$ cat src/hw/fsi_pkg.sv
// Purpose: shared constants for the fault and status indicator block
// Assumes: 100 MHz system clock, AXI4-Lite register access
// Notes: offsets are byte addresses of aligned 32-bit words
package fsi_pkg;
  localparam int unsigned CLK_HZ = 100000000;
  // lamp test step length in milliseconds, and blink half period
  localparam int unsigned LAMP_STEP_MS = 500;
  localparam int unsigned BLINK_HALF_MS = 500;
  localparam int unsigned LAMP_STEP_CYC = (CLK_HZ / 1000) * LAMP_STEP_MS;
  localparam int unsigned BLINK_HALF_CYC = (CLK_HZ / 1000) * BLINK_HALF_MS;
  localparam int CNT_W = 32;
  localparam int AW = 8;
  // register byte offsets
  localparam logic [AW-1:0] OFS_CTRL = 8'h00;
  localparam logic [AW-1:0] OFS_STATUS = 8'h04;
  localparam logic [AW-1:0] OFS_SETTINGS = 8'h08;
  localparam logic [AW-1:0] OFS_IRQ_STAT = 8'h0C;
  localparam logic [AW-1:0] OFS_IRQ_MASK = 8'h10;
  // ctrl fields
  localparam int CTRL_REMOTE = 0;
  localparam int CTRL_RST_LATCHED = 1;
  localparam int CTRL_NV_CHECK = 2;
  // settings fields
  localparam int SET_CONTRAST_LSB = 0;
  localparam int SET_CONTRAST_W = 7;
  localparam int SET_TERM = 8;
  localparam int SET_LINK1 = 9;
  localparam int SET_LINK2 = 10;
  // defaults loaded after corruption found at power-up
  localparam logic [6:0] DEF_CONTRAST = 7'h4B; // 75 percent
  localparam logic DEF_TERM = 1'b1;
  localparam logic DEF_LINK = 1'b1;
  // interrupt status bits
  localparam int IRQ_NOCOMM = 0;
  localparam int IRQ_FAULT = 1;
  localparam int IRQ_NVFAULT = 2;
  localparam int IRQ_LAMPDONE = 3;
  localparam int IRQ_W = 4;
  localparam logic [1:0] RESP_OKAY = 2'h0;
  localparam logic [1:0] RESP_SLVERR = 2'h2;
  typedef enum logic [1:0] {LAMP_MAIN, LAMP_UNIT, LAMP_DONE} fsi_lamp_t;
endpackage

$ cat src/hw/fsi_indicator.sv
// Purpose: lamp test, fault and link LED indication, persistent store fault handling
// Assumes: status inputs are synchronous to sys_clk_i except the noted pins
// Notes: all outputs registered; ce_i low freezes every flip-flop
module fsi_indicator
  import fsi_pkg::*;
(
  input wire logic sys_clk_i,
  input wire logic resetn_i,
  input wire logic ce_i,
  input wire logic active_fault_i,
  input wire logic latched_fault_i,
  input wire logic link_ok_i,
  input wire logic unit_one_offline_i,
  input wire logic unit_two_offline_i,
  input wire logic unit_one_present_i,
  input wire logic unit_two_present_i,
  input wire logic amplifier_on_i,
  input wire logic nv_corrupt_i,
  input wire logic [AW-1:0] s_axi_awaddr,
  input wire logic s_axi_awvalid,
  output logic s_axi_awready,
  input wire logic [31:0] s_axi_wdata,
  input wire logic [3:0] s_axi_wstrb,
  input wire logic s_axi_wvalid,
  output logic s_axi_wready,
  output logic [1:0] s_axi_bresp,
  output logic s_axi_bvalid,
  input wire logic s_axi_bready,
  input wire logic [AW-1:0] s_axi_araddr,
  input wire logic s_axi_arvalid,
  output logic s_axi_arready,
  output logic [31:0] s_axi_rdata,
  output logic [1:0] s_axi_rresp,
  output logic s_axi_rvalid,
  input wire logic s_axi_rready,
  output logic amplifier_on_led_o,
  output logic fault_led_o,
  output logic unit_one_led_o,
  output logic unit_two_led_o,
  output logic online_one_led_o,
  output logic online_two_led_o,
  output logic reset_latched_o,
  output logic nocomm_msg_o,
  output logic persistent_store_fault_o,
  output logic irq_o
);

  // pin inputs pass two flops before any logic reads them
  logic [10:0] sync1_ff;
  logic [10:0] sync2_ff;
  logic s_act;
  logic s_lat;
  logic s_link;
  logic s_off1;
  logic s_off2;
  logic s_pres1;
  logic s_pres2;
  logic s_amp;
  logic s_nv;

  always_ff @(posedge sys_clk_i or negedge resetn_i)
    if (!resetn_i)
    begin
      sync1_ff <= '0;
      sync2_ff <= '0;
    end
    else if (ce_i)
    begin
      sync1_ff <= {nv_corrupt_i, amplifier_on_i, unit_two_present_i, unit_one_present_i,
                   unit_two_offline_i, unit_one_offline_i, link_ok_i, latched_fault_i,
                   active_fault_i, 2'h0};
      sync2_ff <= sync1_ff;
    end

  assign s_act = sync2_ff[2];
  assign s_lat = sync2_ff[3];
  assign s_link = sync2_ff[4];
  assign s_off1 = sync2_ff[5];
  assign s_off2 = sync2_ff[6];
  assign s_pres1 = sync2_ff[7];
  assign s_pres2 = sync2_ff[8];
  assign s_amp = sync2_ff[9];
  assign s_nv = sync2_ff[10];

  // register state
  logic remote_ff;
  logic [6:0] contrast_ff;
  logic term_ff;
  logic link1_ff;
  logic link2_ff;
  logic [IRQ_W-1:0] irq_stat_ff;
  logic [IRQ_W-1:0] irq_mask_ff;
  logic wr_go;
  logic [31:0] wr_data;
  logic [AW-1:0] wr_addr;

  // write channel: address and data held until both seen, then one response
  logic aw_have_ff;
  logic w_have_ff;
  logic [AW-1:0] awaddr_ff;
  logic [31:0] wdata_ff;
  logic [3:0] wstrb_ff;

  always_ff @(posedge sys_clk_i or negedge resetn_i)
    if (!resetn_i)
    begin
      aw_have_ff <= 1'b0;
      w_have_ff <= 1'b0;
      awaddr_ff <= '0;
      wdata_ff <= '0;
      wstrb_ff <= '0;
      s_axi_awready <= 1'b1;
      s_axi_wready <= 1'b1;
      s_axi_bvalid <= 1'b0;
      s_axi_bresp <= RESP_OKAY;
    end
    else if (ce_i)
    begin
      if (s_axi_awvalid && s_axi_awready)
      begin
        aw_have_ff <= 1'b1;
        awaddr_ff <= s_axi_awaddr;
        s_axi_awready <= 1'b0;
      end
      if (s_axi_wvalid && s_axi_wready)
      begin
        w_have_ff <= 1'b1;
        wdata_ff <= s_axi_wdata;
        wstrb_ff <= s_axi_wstrb;
        s_axi_wready <= 1'b0;
      end
      if (wr_go)
      begin
        aw_have_ff <= 1'b0;
        w_have_ff <= 1'b0;
        s_axi_bvalid <= 1'b1;
        s_axi_bresp <= addr_ok(awaddr_ff) ? RESP_OKAY : RESP_SLVERR;
      end
      if (s_axi_bvalid && s_axi_bready)
      begin
        s_axi_bvalid <= 1'b0;
        s_axi_awready <= 1'b1;
        s_axi_wready <= 1'b1;
      end
    end

  // decode used by both channels
  function automatic logic addr_ok(input logic [AW-1:0] a);
    addr_ok = (a == OFS_CTRL) || (a == OFS_STATUS) || (a == OFS_SETTINGS) ||
              (a == OFS_IRQ_STAT) || (a == OFS_IRQ_MASK);
  endfunction

  assign wr_go = aw_have_ff && w_have_ff && !s_axi_bvalid;
  assign wr_addr = awaddr_ff;
  assign wr_data = wdata_ff;

  // ctrl register and the one-cycle reset-latched command
  logic nv_check_req;
  always_ff @(posedge sys_clk_i or negedge resetn_i)
    if (!resetn_i)
    begin
      remote_ff <= 1'b0;
      reset_latched_o <= 1'b0;
    end
    else if (ce_i)
    begin
      reset_latched_o <= 1'b0;
      if (wr_go && wr_addr == OFS_CTRL && wstrb_ff[0])
      begin
        remote_ff <= wr_data[CTRL_REMOTE];
        reset_latched_o <= wr_data[CTRL_RST_LATCHED];
      end
    end
  assign nv_check_req = wr_go && wr_addr == OFS_CTRL && wstrb_ff[0] && wr_data[CTRL_NV_CHECK];

  // persistent settings; the hand-held variant keeps contrast only
  logic powerup_chk_ff;
  // the synchroniser must fill before the power-up check may trust s_nv
  logic [1:0] warm_ff;
  logic pup_chk;
  assign pup_chk = powerup_chk_ff && warm_ff[1];
  always_ff @(posedge sys_clk_i or negedge resetn_i)
    if (!resetn_i)
      warm_ff <= '0;
    else if (ce_i)
      warm_ff <= {warm_ff[0], 1'b1};

  always_ff @(posedge sys_clk_i or negedge resetn_i)
    if (!resetn_i)
    begin
      contrast_ff <= DEF_CONTRAST;
      term_ff <= DEF_TERM;
      link1_ff <= DEF_LINK;
      link2_ff <= DEF_LINK;
      powerup_chk_ff <= 1'b1;
      persistent_store_fault_o <= 1'b0;
    end
    else if (ce_i)
    begin
      if (warm_ff[1])
        powerup_chk_ff <= 1'b0;
      if (wr_go && wr_addr == OFS_SETTINGS && wstrb_ff[0])
        contrast_ff <= wr_data[SET_CONTRAST_LSB +: SET_CONTRAST_W];
      if (wr_go && wr_addr == OFS_SETTINGS && wstrb_ff[1] && remote_ff)
      begin
        term_ff <= wr_data[SET_TERM];
        link1_ff <= wr_data[SET_LINK1];
        link2_ff <= wr_data[SET_LINK2];
      end
      // corruption seen at power-up or on request raises the flag; at power-up the defaults are loaded as well
      if ((pup_chk || nv_check_req) && s_nv)
        persistent_store_fault_o <= 1'b1;
      if (pup_chk && s_nv)
      begin
        contrast_ff <= DEF_CONTRAST;
        term_ff <= DEF_TERM;
        link1_ff <= DEF_LINK;
        link2_ff <= DEF_LINK;
      end
      if (wr_go && wr_addr == OFS_IRQ_STAT && wr_data[IRQ_NVFAULT])
        persistent_store_fault_o <= 1'b0;
    end

  // shared blink timebase; all three pairs toggle off the same phase bit
  logic [CNT_W-1:0] blink_cnt_ff;
  logic phase_ff;
  always_ff @(posedge sys_clk_i or negedge resetn_i)
    if (!resetn_i)
    begin
      blink_cnt_ff <= '0;
      phase_ff <= 1'b0;
    end
    else if (ce_i)
    begin
      if (blink_cnt_ff == CNT_W'(BLINK_HALF_CYC - 1))
      begin
        blink_cnt_ff <= '0;
        phase_ff <= ~phase_ff;
      end
      else
        blink_cnt_ff <= blink_cnt_ff + 1'b1;
    end

  // lamp test sequencer
  fsi_lamp_t lamp_ff;
  logic [CNT_W-1:0] lamp_cnt_ff;
  logic lamp_end;
  assign lamp_end = lamp_cnt_ff == CNT_W'(LAMP_STEP_CYC - 1);
  always_ff @(posedge sys_clk_i or negedge resetn_i)
    if (!resetn_i)
    begin
      lamp_ff <= LAMP_MAIN;
      lamp_cnt_ff <= '0;
    end
    else if (ce_i)
    begin
      lamp_cnt_ff <= lamp_end ? '0 : lamp_cnt_ff + 1'b1;
      case (lamp_ff)
        LAMP_MAIN:
          if (lamp_end)
            lamp_ff <= remote_ff ? LAMP_UNIT : LAMP_DONE;
        LAMP_UNIT:
          if (lamp_end)
            lamp_ff <= LAMP_DONE;
        LAMP_DONE:
          lamp_cnt_ff <= '0;
        default:
          lamp_ff <= LAMP_DONE;
      endcase
    end

  // led drive; lamp test overrides, then no-link flashing, then status
  logic any_fault;
  assign any_fault = s_act || s_lat;
  always_ff @(posedge sys_clk_i or negedge resetn_i)
    if (!resetn_i)
    begin
      amplifier_on_led_o <= 1'b0;
      fault_led_o <= 1'b0;
      unit_one_led_o <= 1'b0;
      unit_two_led_o <= 1'b0;
      online_one_led_o <= 1'b0;
      online_two_led_o <= 1'b0;
      nocomm_msg_o <= 1'b0;
    end
    else if (ce_i)
    begin
      // message is not held back by the lamp test, only the LEDs are
      nocomm_msg_o <= !s_link;
      if (lamp_ff == LAMP_MAIN)
      begin
        amplifier_on_led_o <= 1'b1;
        fault_led_o <= 1'b1;
        unit_one_led_o <= 1'b0;
        unit_two_led_o <= 1'b0;
        online_one_led_o <= 1'b0;
        online_two_led_o <= 1'b0;
      end
      else if (lamp_ff == LAMP_UNIT)
      begin
        amplifier_on_led_o <= 1'b0;
        fault_led_o <= 1'b0;
        unit_one_led_o <= 1'b1;
        unit_two_led_o <= 1'b1;
        online_one_led_o <= 1'b0;
        online_two_led_o <= 1'b0;
      end
      else
      begin
        // in phase pair for lost link
        amplifier_on_led_o <= s_link ? s_amp : phase_ff;
        fault_led_o <= s_link ? any_fault : phase_ff;
        if (remote_ff && !s_pres1 && !s_pres2)
        begin
          unit_one_led_o <= phase_ff;
          unit_two_led_o <= ~phase_ff;
        end
        else
        begin
          unit_one_led_o <= remote_ff && s_pres1 && link1_ff;
          unit_two_led_o <= remote_ff && s_pres2 && link2_ff;
        end
        if (remote_ff && s_off1 && s_off2)
        begin
          online_one_led_o <= phase_ff;
          online_two_led_o <= ~phase_ff;
        end
        else
        begin
          online_one_led_o <= !s_off1;
          online_two_led_o <= remote_ff && !s_off2;
        end
      end
    end

  // sticky events; a set in the same cycle beats a write-one clear
  logic [IRQ_W-1:0] ev;
  logic link_d_ff;
  logic fault_d_ff;
  logic [IRQ_W-1:0] clr;
  assign ev[IRQ_NOCOMM] = link_d_ff && !s_link;
  assign ev[IRQ_FAULT] = !fault_d_ff && any_fault;
  assign ev[IRQ_NVFAULT] = (pup_chk || nv_check_req) && s_nv;
  assign ev[IRQ_LAMPDONE] = lamp_ff != LAMP_DONE && lamp_end &&
                            (lamp_ff == LAMP_UNIT || !remote_ff);
  assign clr = (wr_go && wr_addr == OFS_IRQ_STAT) ? wr_data[IRQ_W-1:0] : '0;
  always_ff @(posedge sys_clk_i or negedge resetn_i)
    if (!resetn_i)
    begin
      irq_stat_ff <= '0;
      irq_mask_ff <= '0;
      link_d_ff <= 1'b0;
      fault_d_ff <= 1'b0;
      irq_o <= 1'b0;
    end
    else if (ce_i)
    begin
      link_d_ff <= s_link;
      fault_d_ff <= any_fault;
      irq_stat_ff <= (irq_stat_ff & ~clr) | ev;
      if (wr_go && wr_addr == OFS_IRQ_MASK)
        irq_mask_ff <= wr_data[IRQ_W-1:0];
      irq_o <= |(irq_stat_ff & irq_mask_ff);
    end

  // read channel: one read at a time, data in the cycle after the address
  logic [31:0] rd_mux;
  always_comb
  begin
    rd_mux = '0;
    case (s_axi_araddr)
      OFS_CTRL: rd_mux[CTRL_REMOTE] = remote_ff;
      OFS_STATUS: rd_mux[7:0] = {persistent_store_fault_o, s_pres2, s_pres1, s_off2,
                                 s_off1, s_link, s_lat, s_act};
      OFS_SETTINGS:
      begin
        rd_mux[SET_CONTRAST_LSB +: SET_CONTRAST_W] = contrast_ff;
        rd_mux[SET_TERM] = term_ff;
        rd_mux[SET_LINK1] = link1_ff;
        rd_mux[SET_LINK2] = link2_ff;
      end
      OFS_IRQ_STAT: rd_mux[IRQ_W-1:0] = irq_stat_ff;
      OFS_IRQ_MASK: rd_mux[IRQ_W-1:0] = irq_mask_ff;
      default: rd_mux = '0;
    endcase
  end

  always_ff @(posedge sys_clk_i or negedge resetn_i)
    if (!resetn_i)
    begin
      s_axi_arready <= 1'b1;
      s_axi_rvalid <= 1'b0;
      s_axi_rdata <= '0;
      s_axi_rresp <= RESP_OKAY;
    end
    else if (ce_i)
    begin
      if (s_axi_arvalid && s_axi_arready)
      begin
        s_axi_arready <= 1'b0;
        s_axi_rvalid <= 1'b1;
        s_axi_rdata <= rd_mux;
        s_axi_rresp <= addr_ok(s_axi_araddr) ? RESP_OKAY : RESP_SLVERR;
      end
      else if (s_axi_rvalid && s_axi_rready)
      begin
        s_axi_rvalid <= 1'b0;
        s_axi_arready <= 1'b1;
      end
    end

endmodule

$ cat config.mk
export PLATFORM = sky130hd
export DESIGN_NAME = fsi_indicator
export DESIGN_NICKNAME = d
export VERILOG_FILES = /design/src/hw/fsi_pkg.sv /design/src/hw/fsi_indicator.sv
export SDC_FILE = /design/constraint.sdc
export NUM_CORES = 1
export LEC_CHECK = 0
export CORE_ASPECT_RATIO = 1.25
export CORE_MARGIN = 2
export CORE_UTILIZATION = 50
export CTS_CLUSTER_SIZE = 8
export DETAILED_ROUTE_END_ITERATION = 10
export DONT_BUFFER_PORTS = 1
export PLACE_DENSITY = 0.61
export RECOVER_POWER = 25
export SLEW_MARGIN = 10
export SYNTH_ARGS = -nofsm -noshare
export SYNTH_HDL_FRONTEND = slang
export SYNTH_SLANG_ARGS = --single-unit
export TNS_END_PERCENT = 100
$ cat constraint.sdc
create_clock -name sys_clk_i -period 7.7 [get_ports sys_clk_i]
set_clock_uncertainty 0.15 [all_clocks]
set_input_delay 1.155 -clock sys_clk_i [delete_from_list [all_inputs] [get_ports sys_clk_i]]
set_output_delay 1.155 -clock sys_clk_i [all_outputs]
set_load 0.05 [all_outputs]
==> out/results.tsv, run 1 <==
metric	value	unit
combined area of all synthesized cells	7550	um2
area taken by flip-flops and latches	3990	um2
clock transition at the registers of the reported paths	70	ps
number of synthesized flops with an enable pin	0	
Worst-Margin Slew	1130	ps
Final Setup Violations	0	
maximum cell stage delay along the critical path	970	ps
Iter 0 DRT Violations	241	
data required time of the critical path	7860	ps
global-route wire length before repair	27000	um
ordered cell list for the critical path	or4b_1 -> or4_4 -> o31ai_2 -> nor3_1 -> a211o_1	
die extent in x	114	um
kind of capture point of the worst setup path	flop	
uppermost layer routed	met4	
initial antenna violation count	0	
area added between synthesis and finish	7.96	%
area fraction of the dominant cell type after synthesis	0.491	
async set-reset flop share out of synthesis	1.00	
Routed met2 length	8390	um
# nets final	790	
Max-Slew Margin vs Limit	0.243	
Die Area	16100	um2
initial cell density of the core	0.507	
number of filler instances in the final layout	1326	
path category of the worst min-delay check	input port to async pin	
total leakage power	3.49	nW
first-pass detailed-route iteration total	5	
run status	finished clean	
commonest non-fill, non-tap cell in the layout	sky130_fd_sc_hd__dfrtp_1	
total instance count after detailed placement	882	
largest buffer count on any clock path	2	
TritonCTS Buffers	17	
Met1 Wirelength	6620	um
max capacitance violation total	0	
clock network latency to the later pin of the worst-skew pair	430	ps
sequential share of the synthesized area	0.529	
remaining design rule violation count	0	
number of top-level pins	120	
Resized Gates After CTS	0	
start-to-end type of the worst setup path	flop to flop	
Avg Inst Size Synth	10.3	um2
Vias per Instance	5.96	
Placer Congestion	0.798	
most used cells in the layout excluding fill and tap cells	sky130_fd_sc_hd__dfrtp_1, sky130_fd_sc_hd__nand2_1, sky130_fd_sc_hd__nor2_1, sky130_fd_sc_hd__mux2_2, sky130_fd_sc_hd__a31oi_1	
Final Critical Period	3140	ps
combined area of the multi-input logic cells	3260	um2
top area cells in the synthesized netlist	sky130_fd_sc_hd__dfrtp_1, sky130_fd_sc_hd__mux2_2, sky130_fd_sc_hd__nand2_1	
clock sinks	159	
number of cells produced by synthesis	730	
total chip power	0.00215	W
worst supply voltage drop on vdd	199	uV
count of final max-slew check failures	0	
top cell type by total area after synthesis	sky130_fd_sc_hd__dfrtp_1	
number of endpoints with negative hold slack in the final report	0	
All-Layer GR Usage	0.212	
portion of the clock cycle consumed by the worst path in the final layout	0.407	
count of antenna diodes in the layout	0	
total grt overflow	0	
average detailed-routed wire length per instance	17.6	um
top fanout value on the critical path	15	
unrepaired setup endpoints after global routing	no	
upper clock frequency limit	0.319	GHz
setup repair bufs after CTS	0	
die span in y	141	um
estimated wirelength of the detail-placed design	11100	um
post-synthesis register bit count	159	
synth warn	0	
maximum number of pins on one net before global-route repair	160	
Layout Cells excl Fill	914	
I/O Buffers	0	
fraction of layout cells with a size suffix above 1	0.138	
sum of negative setup slack	0	ps
routed wire length	16100	um
standard-cell row count	50	
number of different library cells in the post-synthesis netlist	64	
power density over the cells	264	nW/um2
type of origin of the critical path	flop	
H-Tree Depth	4	
Antenna Violating Nets Remaining	0	
total number of vias	5443	
Hold WS	265	ps
cell at the slowest stage of the critical path	sky130_fd_sc_hd__o31ai_2	
amount of wire on met3 after detailed routing	732	um
clock tree from TritonCTS	built	
number of buffers inserted by hold repair at cts	0	
most common flop cell mapped by yosys	sky130_fd_sc_hd__dfrtp_1	
root cell of the clock tree	sky130_fd_sc_hd__clkbuf_16	
placeable core region	14900	um2
number of global-route vias before repair	5392	
data arrival time of the critical path	3300	ps
[metal layers]
metal | vias up | GRT usage
met5 | - | 0
met2 | 116 | 0.363
li1 | 2593 | -
met3 | 25 | 0.0564
met4 | 0 | 0.0680
met1 | 2709 | 0.263
[per-stage QoR]
stage,setup slack (ps),util,cell area (um2)
floorplan,4870,-,7630
global placement,4380,0.508,7570
detailed placement,4390,0.508,7570
CTS,4550,0.547,8150
global route,4410,0.547,8150
finish,4560,0.547,8150
[worst paths after layout]
| check | startpoint | end | slack, ps | depth (start not counted) |
|---|---|---|---|---|
| max in group asynchronous | resetn_i | s_axi_wready | 6800 | 0 |
| min | resetn_i | lamp_cnt_ff[22] | 270 | 0 |
| min in group sys_clk_i | warm_ff[0] | warm_ff[0] | 310 | 1 |
| max reg2reg | lamp_cnt_ff[24] | lamp_cnt_ff[3] | 4560 | 5 |
| max | lamp_cnt_ff[24] | lamp_cnt_ff[3] | 4560 | 5 |
| min reg2reg | warm_ff[0] | warm_ff[0] | 310 | 1 |
[cells in the mapped netlist (4+ instances only)]
| master | number |
|---|---|
| sky130_fd_sc_hd__a41oi_1 | 5 |
| sky130_fd_sc_hd__o22a_1 | 6 |
| sky130_fd_sc_hd__buf_4 | 24 |
| sky130_fd_sc_hd__and3_1 | 9 |
| sky130_fd_sc_hd__xor2_1 | 12 |
| sky130_fd_sc_hd__a21o_1 | 8 |
| sky130_fd_sc_hd__buf_2 | 4 |
| sky130_fd_sc_hd__dfstp_2 | 11 |
| sky130_fd_sc_hd__nand2_1 | 80 |
| sky130_fd_sc_hd__xnor2_1 | 15 |
| sky130_fd_sc_hd__mux2_2 | 44 |
| sky130_fd_sc_hd__nand4_1 | 21 |
| sky130_fd_sc_hd__a22o_1 | 10 |
| sky130_fd_sc_hd__o2bb2ai_1 | 5 |
| sky130_fd_sc_hd__a31oi_1 | 33 |
| sky130_fd_sc_hd__nor3_1 | 25 |
| sky130_fd_sc_hd__nand3_1 | 29 |
| sky130_fd_sc_hd__a22oi_1 | 13 |
| sky130_fd_sc_hd__o21ai_0 | 23 |
| sky130_fd_sc_hd__inv_1 | 19 |
| sky130_fd_sc_hd__and2_1 | 6 |
| sky130_fd_sc_hd__dfrtp_1 | 148 |
| sky130_fd_sc_hd__or3_1 | 5 |
| sky130_fd_sc_hd__buf_1 | 5 |
| sky130_fd_sc_hd__nor4_1 | 12 |
| sky130_fd_sc_hd__o21ai_1 | 5 |
| sky130_fd_sc_hd__clkbuf_1 | 19 |
| sky130_fd_sc_hd__or2_2 | 4 |
| sky130_fd_sc_hd__nor2_1 | 45 |
| sky130_fd_sc_hd__nand2b_1 | 7 |
| sky130_fd_sc_hd__a21oi_1 | 24 |
| sky130_fd_sc_hd__and4_1 | 7 |
[cell type report]
type,count,share of cell area
Clock inverter,14,0.0187
Sequential cell,159,0.490
Timing Repair Buffer,2,0.00184
Clock buffer,18,0.0527
Multi-Input combinational cell,519,0.400
Tap cell,182,0.0279
Inverter,20,0.00921
[cells by family after synthesis]
kind of cell,synth area share
other,0.000497
AND/OR/NAND/NOR,0.173
flip-flops,0.529
buffers and inverters,0.0506
multiplexers,0.0696
adder cells (fa/ha/maj),0.00332
XOR/XNOR,0.0313
AO/OA/AOI/OAI,0.143
[flip-flops by register name (all words and copies together) (netlist names), 2 cells and up]
name / flops
lamp_cnt_ff: 32
irq_stat_ff: 4
warm_ff: 2
wstrb_ff: 2
wdata_ff: 10
contrast_ff: 7
irq_mask_ff: 4
s_axi_rdata: 11
sync2_ff: 9
lamp_ff: 2
blink_cnt_ff: 32
sync1_ff: 9
awaddr_ff: 8
[report_power, final]
part | total (W) | switching, W | leakage, nW | internal, W
registers | 0.00111 | 0.000153 | 2.02 | 0.000954
logic | 0.000213 | 0.000106 | 1.20 | 0.000108
clock network | 0.000831 | 0.000350 | 0.274 | 0.000481
[critical path, delay by kind of cell, from the launching register on]
family | cells | cell delay [ps]
flops | 1 | 470
simple gates | 3 | 1120
compound gates | 2 | 1280
Note: power is estimated with default switching activity, not from simulation.
==> inputs of run 2 (changes only) <==
- clock period: 7.7 -> 2.9 ns (I/O delays scaled with it)
==> out/results.tsv, run 2 (synthesis results as in run 1) <==
metric	value	unit	change
Final Setup Violations	0		unchanged
beginning of the worst register-to-register path	lamp_cnt_ff[18]		
maximum cell stage delay along the critical path	510	ps	-460 ps
root cell of the clock tree	sky130_fd_sc_hd__clkbuf_16		
unrepaired setup endpoints after global routing	no		
upper clock frequency limit	0.370	GHz	+16%
largest buffer count on any clock path	2		unchanged
data arrival time of the critical path	2850	ps	-450 ps
RR Endpoint	lamp_cnt_ff[22]		
failing checks	negative hold slack		
Die Area	16100	um2	unchanged
first-pass detailed-route iteration total	5		unchanged
setup repair bufs after CTS	0		unchanged
initial cell density of the core	0.507		unchanged
commonest non-fill, non-tap cell in the layout	sky130_fd_sc_hd__dfrtp_1		
Hold WS	-446	ps	-711 ps
# nets final	827		+4.7%
Vias per Instance	5.97		+0.33%
clock network latency to the later pin of the worst-skew pair	430	ps	about the same
Worst-Margin Slew	678	ps	-451 ps
estimated wirelength of the detail-placed design	11200	um	+1.2%
maximum number of pins on one net before global-route repair	160		unchanged
portion of the clock cycle consumed by the worst path in the final layout	0.931		+0.524
total grt overflow	0		unchanged
kind of capture point of the worst setup path	flop		
number of buffers inserted by hold repair at cts	25		+25
Placer Congestion	0.814		+2.0%
clock sinks	159		unchanged
number of top-level pins	120		unchanged
count of final max-slew check failures	0		unchanged
sum of negative setup slack	0	ps	unchanged
fraction of layout cells with a size suffix above 1	0.147		+0.00897
startpoint of the most critical setup path	lamp_cnt_ff[18]		
Max-Slew Margin vs Limit	0.544		+0.301
Resized Gates After CTS	0		unchanged
I/O Buffers	0		unchanged
Final Critical Period	2700	ps	-436 ps
run status	complete, but fails checks		
H-Tree Depth	4		unchanged
path category of the worst min-delay check	input port to async pin		
initial antenna violation count	1		+1
clock tree from TritonCTS	built		
most used cells in the layout excluding fill and tap cells	sky130_fd_sc_hd__dfrtp_1, sky130_fd_sc_hd__nand2_1, sky130_fd_sc_hd__nor2_1, sky130_fd_sc_hd__mux2_2, sky130_fd_sc_hd__a31oi_1		
global-route wire length before repair	27600	um	+2.1%
R2R Setup Slk	200	ps	-4360 ps
average detailed-routed wire length per instance	17.5	um	-0.24%
All-Layer GR Usage	0.217		+0.00461
cell at the slowest stage of the critical path	sky130_fd_sc_hd__or4b_1		
die extent in x	114	um	unchanged
power density over the cells	683	nW/um2	+160%
clock transition at the registers of the reported paths	60	ps	about the same
Largest regs	blink_cnt_ff: 32 flops, lamp_cnt_ff: 32 flops, s_axi_rdata: 11 flops		
area added between synthesis and finish	13.1	%	
remaining design rule violation count	0		unchanged
max capacitance violation total	0		unchanged
end-of-flow core utilization	0.573		+0.0260
reg2reg path depth	6		+1
total number of vias	5688		+4.5%
type of origin of the critical path	flop		
top fanout value on the critical path	27		+12
summed area of non-filler cells in the final layout	8530	um2	+4.7%
end point of the critical path	lamp_cnt_ff[22]		
ordered cell list for the critical path	or4b_1 -> or4_4 -> o31a_1 -> buf_12 -> a41oi_1 -> a31oi_1		
standard-cell row count	50		unchanged
total placed instance area	7650	um2	+1.2%
number of endpoints with negative hold slack in the final report	159		+159
number of global-route vias before repair	5601		+3.9%
start-to-end type of the worst setup path	flop to flop		
worst supply voltage drop on vdd	468	uV	+140%
TritonCTS Buffers	17		unchanged
total leakage power	3.68	nW	+5.6%
data required time of the critical path	3050	ps	-4810 ps
Antenna Violating Nets Remaining	0		unchanged
placeable core region	14900	um2	unchanged
routed wire length	16700	um	+3.9%
die span in y	141	um	unchanged
Iter 0 DRT Violations	342		+42%
==> run 2: critical path: cells and delay by family (launching register included) <==
family | cells | cell delay, ps
simple gates | 2 | 980
compound gates | 3 | 760
flops | 1 | 440
buf+inv | 1 | 240
==> run 2: worst min-delay path by stage <==
| stage | start | end | cells past startpoint |
|---|---|---|---|
| 6_report | resetn_i | lamp_cnt_ff[12] | 0 |
| 4_1_cts | resetn_i | lamp_cnt_ff[12] | 0 |
| 3_5_place_dp | resetn_i | lamp_cnt_ff[16] | 0 |
| 5_1_grt | resetn_i | sync1_ff[8] | 0 |
| 2_1_floorplan | resetn_i | amplifier_on_led_o | 0 |
| 3_3_place_gp | resetn_i | lamp_cnt_ff[13] | 0 |
==> run 2: metrics by stage <==
stage | cells | setup WS [ps] | power (W)
2_1_floorplan | 752 | 345 | 0.00343
3_3_place_gp | 892 | 209 | 0.00352
3_5_place_dp | 892 | 199 | 0.00357
4_1_cts | 949 | 189 | 0.00588
5_1_grt | 952 | 52.5 | 0.00608
6_report | 952 | 199 | 0.00583
==> run 2: per-layer routing <==
metal,share of wire,vias up,track usage,wire length (um)
li1,-,2661,-,-
met1,0.41,2850,0.268,6870
met2,0.52,148,0.366,8600
met3,0.054,29,0.0564,902
met4,0.019,0,0.0815,319
met5,0,-,0,0
==> run 2: where the power goes <==
| group | switching [W] | internal (W) |
|---|---|---|
| clock | 0.000966 | 0.00130 |
| sequential | 0.000417 | 0.00253 |
| combinational | 0.000303 | 0.000318 |
| total | 0.00169 | 0.00415 |
==> run 2: layout make-up <==
cell class                 count  area (um2)
antenna                        1        2.50
clock buffer                  17         425
clock inverter                15         173
fill                        1271        6350
inverter                      20        75.1
multi-input combinational    519        3260
sequential                   159        3990
tap                          182         228
timing repair buffer          39         383
==> inputs of run 3 (changes only) <==
- ABC_AREA: not set -> 1
- RECOVER_POWER: 25 -> not set
==> out/results.tsv, run 3 <==
metric	value	unit	change
leading cell type by number of instances after synthesis	sky130_fd_sc_hd__nand2_1		
number of buffers inserted by hold repair at cts	34		+36%
remaining design rule violation count	0		unchanged
total grt overflow	0		unchanged
combined area of all synthesized cells	8790	um2	+16%
cell at the slowest stage of the critical path	sky130_fd_sc_hd__dfrtp_1		
Hold WS	-459	ps	-12.4 ps
Vias per Instance	5.08		-15%
number of global-route vias before repair	6758		+21%
maximum number of pins on one net before global-route repair	160		unchanged
placeable core region	17400	um2	+17%
most used cells in the layout excluding fill and tap cells	sky130_fd_sc_hd__nand2_1, sky130_fd_sc_hd__dfrtp_1, sky130_fd_sc_hd__nor2_1, sky130_fd_sc_hd__inv_1, sky130_fd_sc_hd__nand3_1		
global-route wire length before repair	34500	um	+25%
area fraction of the dominant cell type after synthesis	0.421		-0.0694
kind of capture point of the worst setup path	flop		
# nets final	1265		+53%
routed wire length	20600	um	+24%
number of different library cells in the post-synthesis netlist	46		-28%
Final Setup Violations	0		unchanged
clock tree from TritonCTS	built		
Crit path top cell by count	sky130_fd_sc_hd__o21ai_0		
die extent in x	123	um	+7.6%
total placed instance area	8880	um2	+16%
count of antenna diodes in the layout	0		-1
area added between synthesis and finish	11.9	%	
number of endpoints with negative hold slack in the final report	159		unchanged
run status	complete, but fails checks		
clock sinks	159		unchanged
Die Area	18700	um2	+16%
portion of the clock cycle consumed by the worst path in the final layout	0.692		-0.239
ordered cell list for the critical path	nand3b_1 -> nor3_1 -> nand2_1 -> o21ai_0 -> o21ai_0		
number of synthesized flops with an enable pin	0		unchanged
Largest regs	blink_cnt_ff: 32 flops, lamp_cnt_ff: 32 flops, s_axi_rdata: 11 flops		
number of cells produced by synthesis	1164		+59%
adder-cell area share of the yosys netlist	0.00285		-0.000469
clock network latency to the later pin of the worst-skew pair	440	ps	about the same
largest buffer count on any clock path	2		unchanged
max capacitance violation total	0		unchanged
path category of the worst min-delay check	input port to async pin		
synth warn	0		unchanged
root cell of the clock tree	sky130_fd_sc_hd__clkbuf_16		
failing checks	negative hold slack		
commonest non-fill, non-tap cell in the layout	sky130_fd_sc_hd__nand2_1		
number of top-level pins	120		unchanged
count of final max-slew check failures	0		unchanged
Avg Inst Size Synth	7.55	um2	-27%
Placer Congestion	0.873		+7.2%
initial cell density of the core	0.506		-0.000694
maximum cell stage delay along the critical path	590	ps	+80 ps
fraction of layout cells with a size suffix above 1	0.0969		-0.0500
Worst-Margin Slew	601	ps	-77.6 ps
standard-cell row count	54		+8.0%
first-pass detailed-route iteration total	5		unchanged
Iter 0 DRT Violations	390		+14%
async set-reset flop share out of synthesis	1.00		unchanged
compound-gate portion of the synthesized area	0.0670		-0.0757
total leakage power	4.89	nW	+33%
total chip power	0.00625	W	+7.1%
worst supply voltage drop on vdd	710	uV	+51%
Final Critical Period	2010	ps	-694 ps
post-synthesis share of cell area spent on and, or, nand and nor gates	0.360		+0.187
TritonCTS Buffers	17		unchanged
total number of vias	7263		+28%
top fanout value on the critical path	4		-85%
final worst-path setup slack	893	ps	+694 ps
clock transition at the registers of the reported paths	70	ps	about the same
type of origin of the critical path	flop		
most common flop cell mapped by yosys	sky130_fd_sc_hd__dfrtp_1		
sequential share of the synthesized area	0.454		-0.0748
die span in y	152	um	+7.7%
post-synthesis register bit count	159		unchanged
start-to-end type of the worst setup path	flop to flop		
Place WS	902	ps	+704 ps
mux cell area share after synthesis	0		-0.0696
setup repair bufs after CTS	0		unchanged
area share of xor/xnor cells in the synthesized design	0.0259		-0.00543
initial antenna violation count	0		-1
H-Tree Depth	4		unchanged
Max-Slew Margin vs Limit	0.599		+0.0555
upper clock frequency limit	0.498	GHz	+35%
I/O Buffers	0		unchanged
data arrival time of the critical path	2170	ps	-680 ps
list of most frequent post-synthesis cells	sky130_fd_sc_hd__nand2_1, sky130_fd_sc_hd__dfrtp_1, sky130_fd_sc_hd__nor2_1, sky130_fd_sc_hd__inv_1, sky130_fd_sc_hd__nand3_1		
All-Layer GR Usage	0.235		+0.0180
estimated wirelength of the detail-placed design	14100	um	+26%
top area cells in the synthesized netlist	sky130_fd_sc_hd__dfrtp_1, sky130_fd_sc_hd__nand2_1, sky130_fd_sc_hd__nand3_1		
power density over the cells	635	nW/um2	-7.0%
average detailed-routed wire length per instance	14.4	um	-18%
data required time of the critical path	3060	ps	about the same
top cell type by total area after synthesis	sky130_fd_sc_hd__dfrtp_1		
summed area of non-filler cells in the final layout	9840	um2	+15%
combinational family with the most area after synthesis	simple AND/OR/NAND/NOR gates		
unrepaired setup endpoints after global routing	no		
Antenna Violating Nets Remaining	0		unchanged
sum of negative setup slack	0	ps	unchanged
run 3: metrics by stage:
| stage | hold slack [ps] | utilization | std cells |
|---|---|---|---|
| global placement | -6.64 | 0.511 | 1365 |
| finish | -459 | 0.566 | 1431 |
| CTS | -473 | 0.566 | 1431 |
| floorplan | -10.6 | - | 1186 |
| global route | -477 | 0.566 | 1431 |
| detailed placement | -5.41 | 0.511 | 1365 |
run 3: routing by layer:
layer	share of wire	vias up	GRT usage
li1	-	3714	-
met1	0.48	3384	0.340
met2	0.47	146	0.365
met3	0.039	19	0.0382
met4	0.013	0	0.0640
met5	0	-	0
run 3: kinds of logic (layout without fill, tap and decap cells):
kind of cell,Yosys count,after routing
fa+ha+maj,2,2
other cells,1,23
compound gates,103,103
xor+xnor,26,26
simple gates,698,698
flops,159,159
buf+inv,175,196
run 3: worst max-delay path: cells and delay by family (launching register included):
family / cells / cell delay, ps
flops: 1 / 590
compound gates: 2 / 280
simple gates: 3 / 850
run 3: report_power, final:
| part | internal [W] | switching, W |
|---|---|---|
| logic | 0.000307 | 0.000572 |
| registers | 0.00256 | 0.000475 |
| clock network | 0.00132 | 0.00101 |
run 3: final cells by class:
class                      instances  area (um2)
clock buffer                      18         439
multi-input combinational        852        4100
inverter                         128         480
tap                              224         280
clock inverter                    14         170
sequential                       159        3990
fill                            1663        7530
timing repair buffer              36         378
run 3: path summary, 6_finish.rpt:
check | from | to | slack [ps] | cells past startpoint
setup / recovery | s_axi_bvalid | irq_stat_ff[1] | 890 | 5
hold / removal | resetn_i | s_axi_rdata[5] | -460 | 0
setup reg to reg | s_axi_bvalid | irq_stat_ff[1] | 890 | 5
hold reg to reg | warm_ff[0] | warm_ff[0] | 300 | 2
max in group asynchronous | resetn_i | s_axi_awready | 2780 | 0
min in group sys_clk_i | s_axi_bready | s_axi_wready | 10 | 2
run 3: repair_timing:
item                       CTS  global route
hold endpoints to repair   209           159
resized for setup            0             0
setup endpoints to repair    0             0
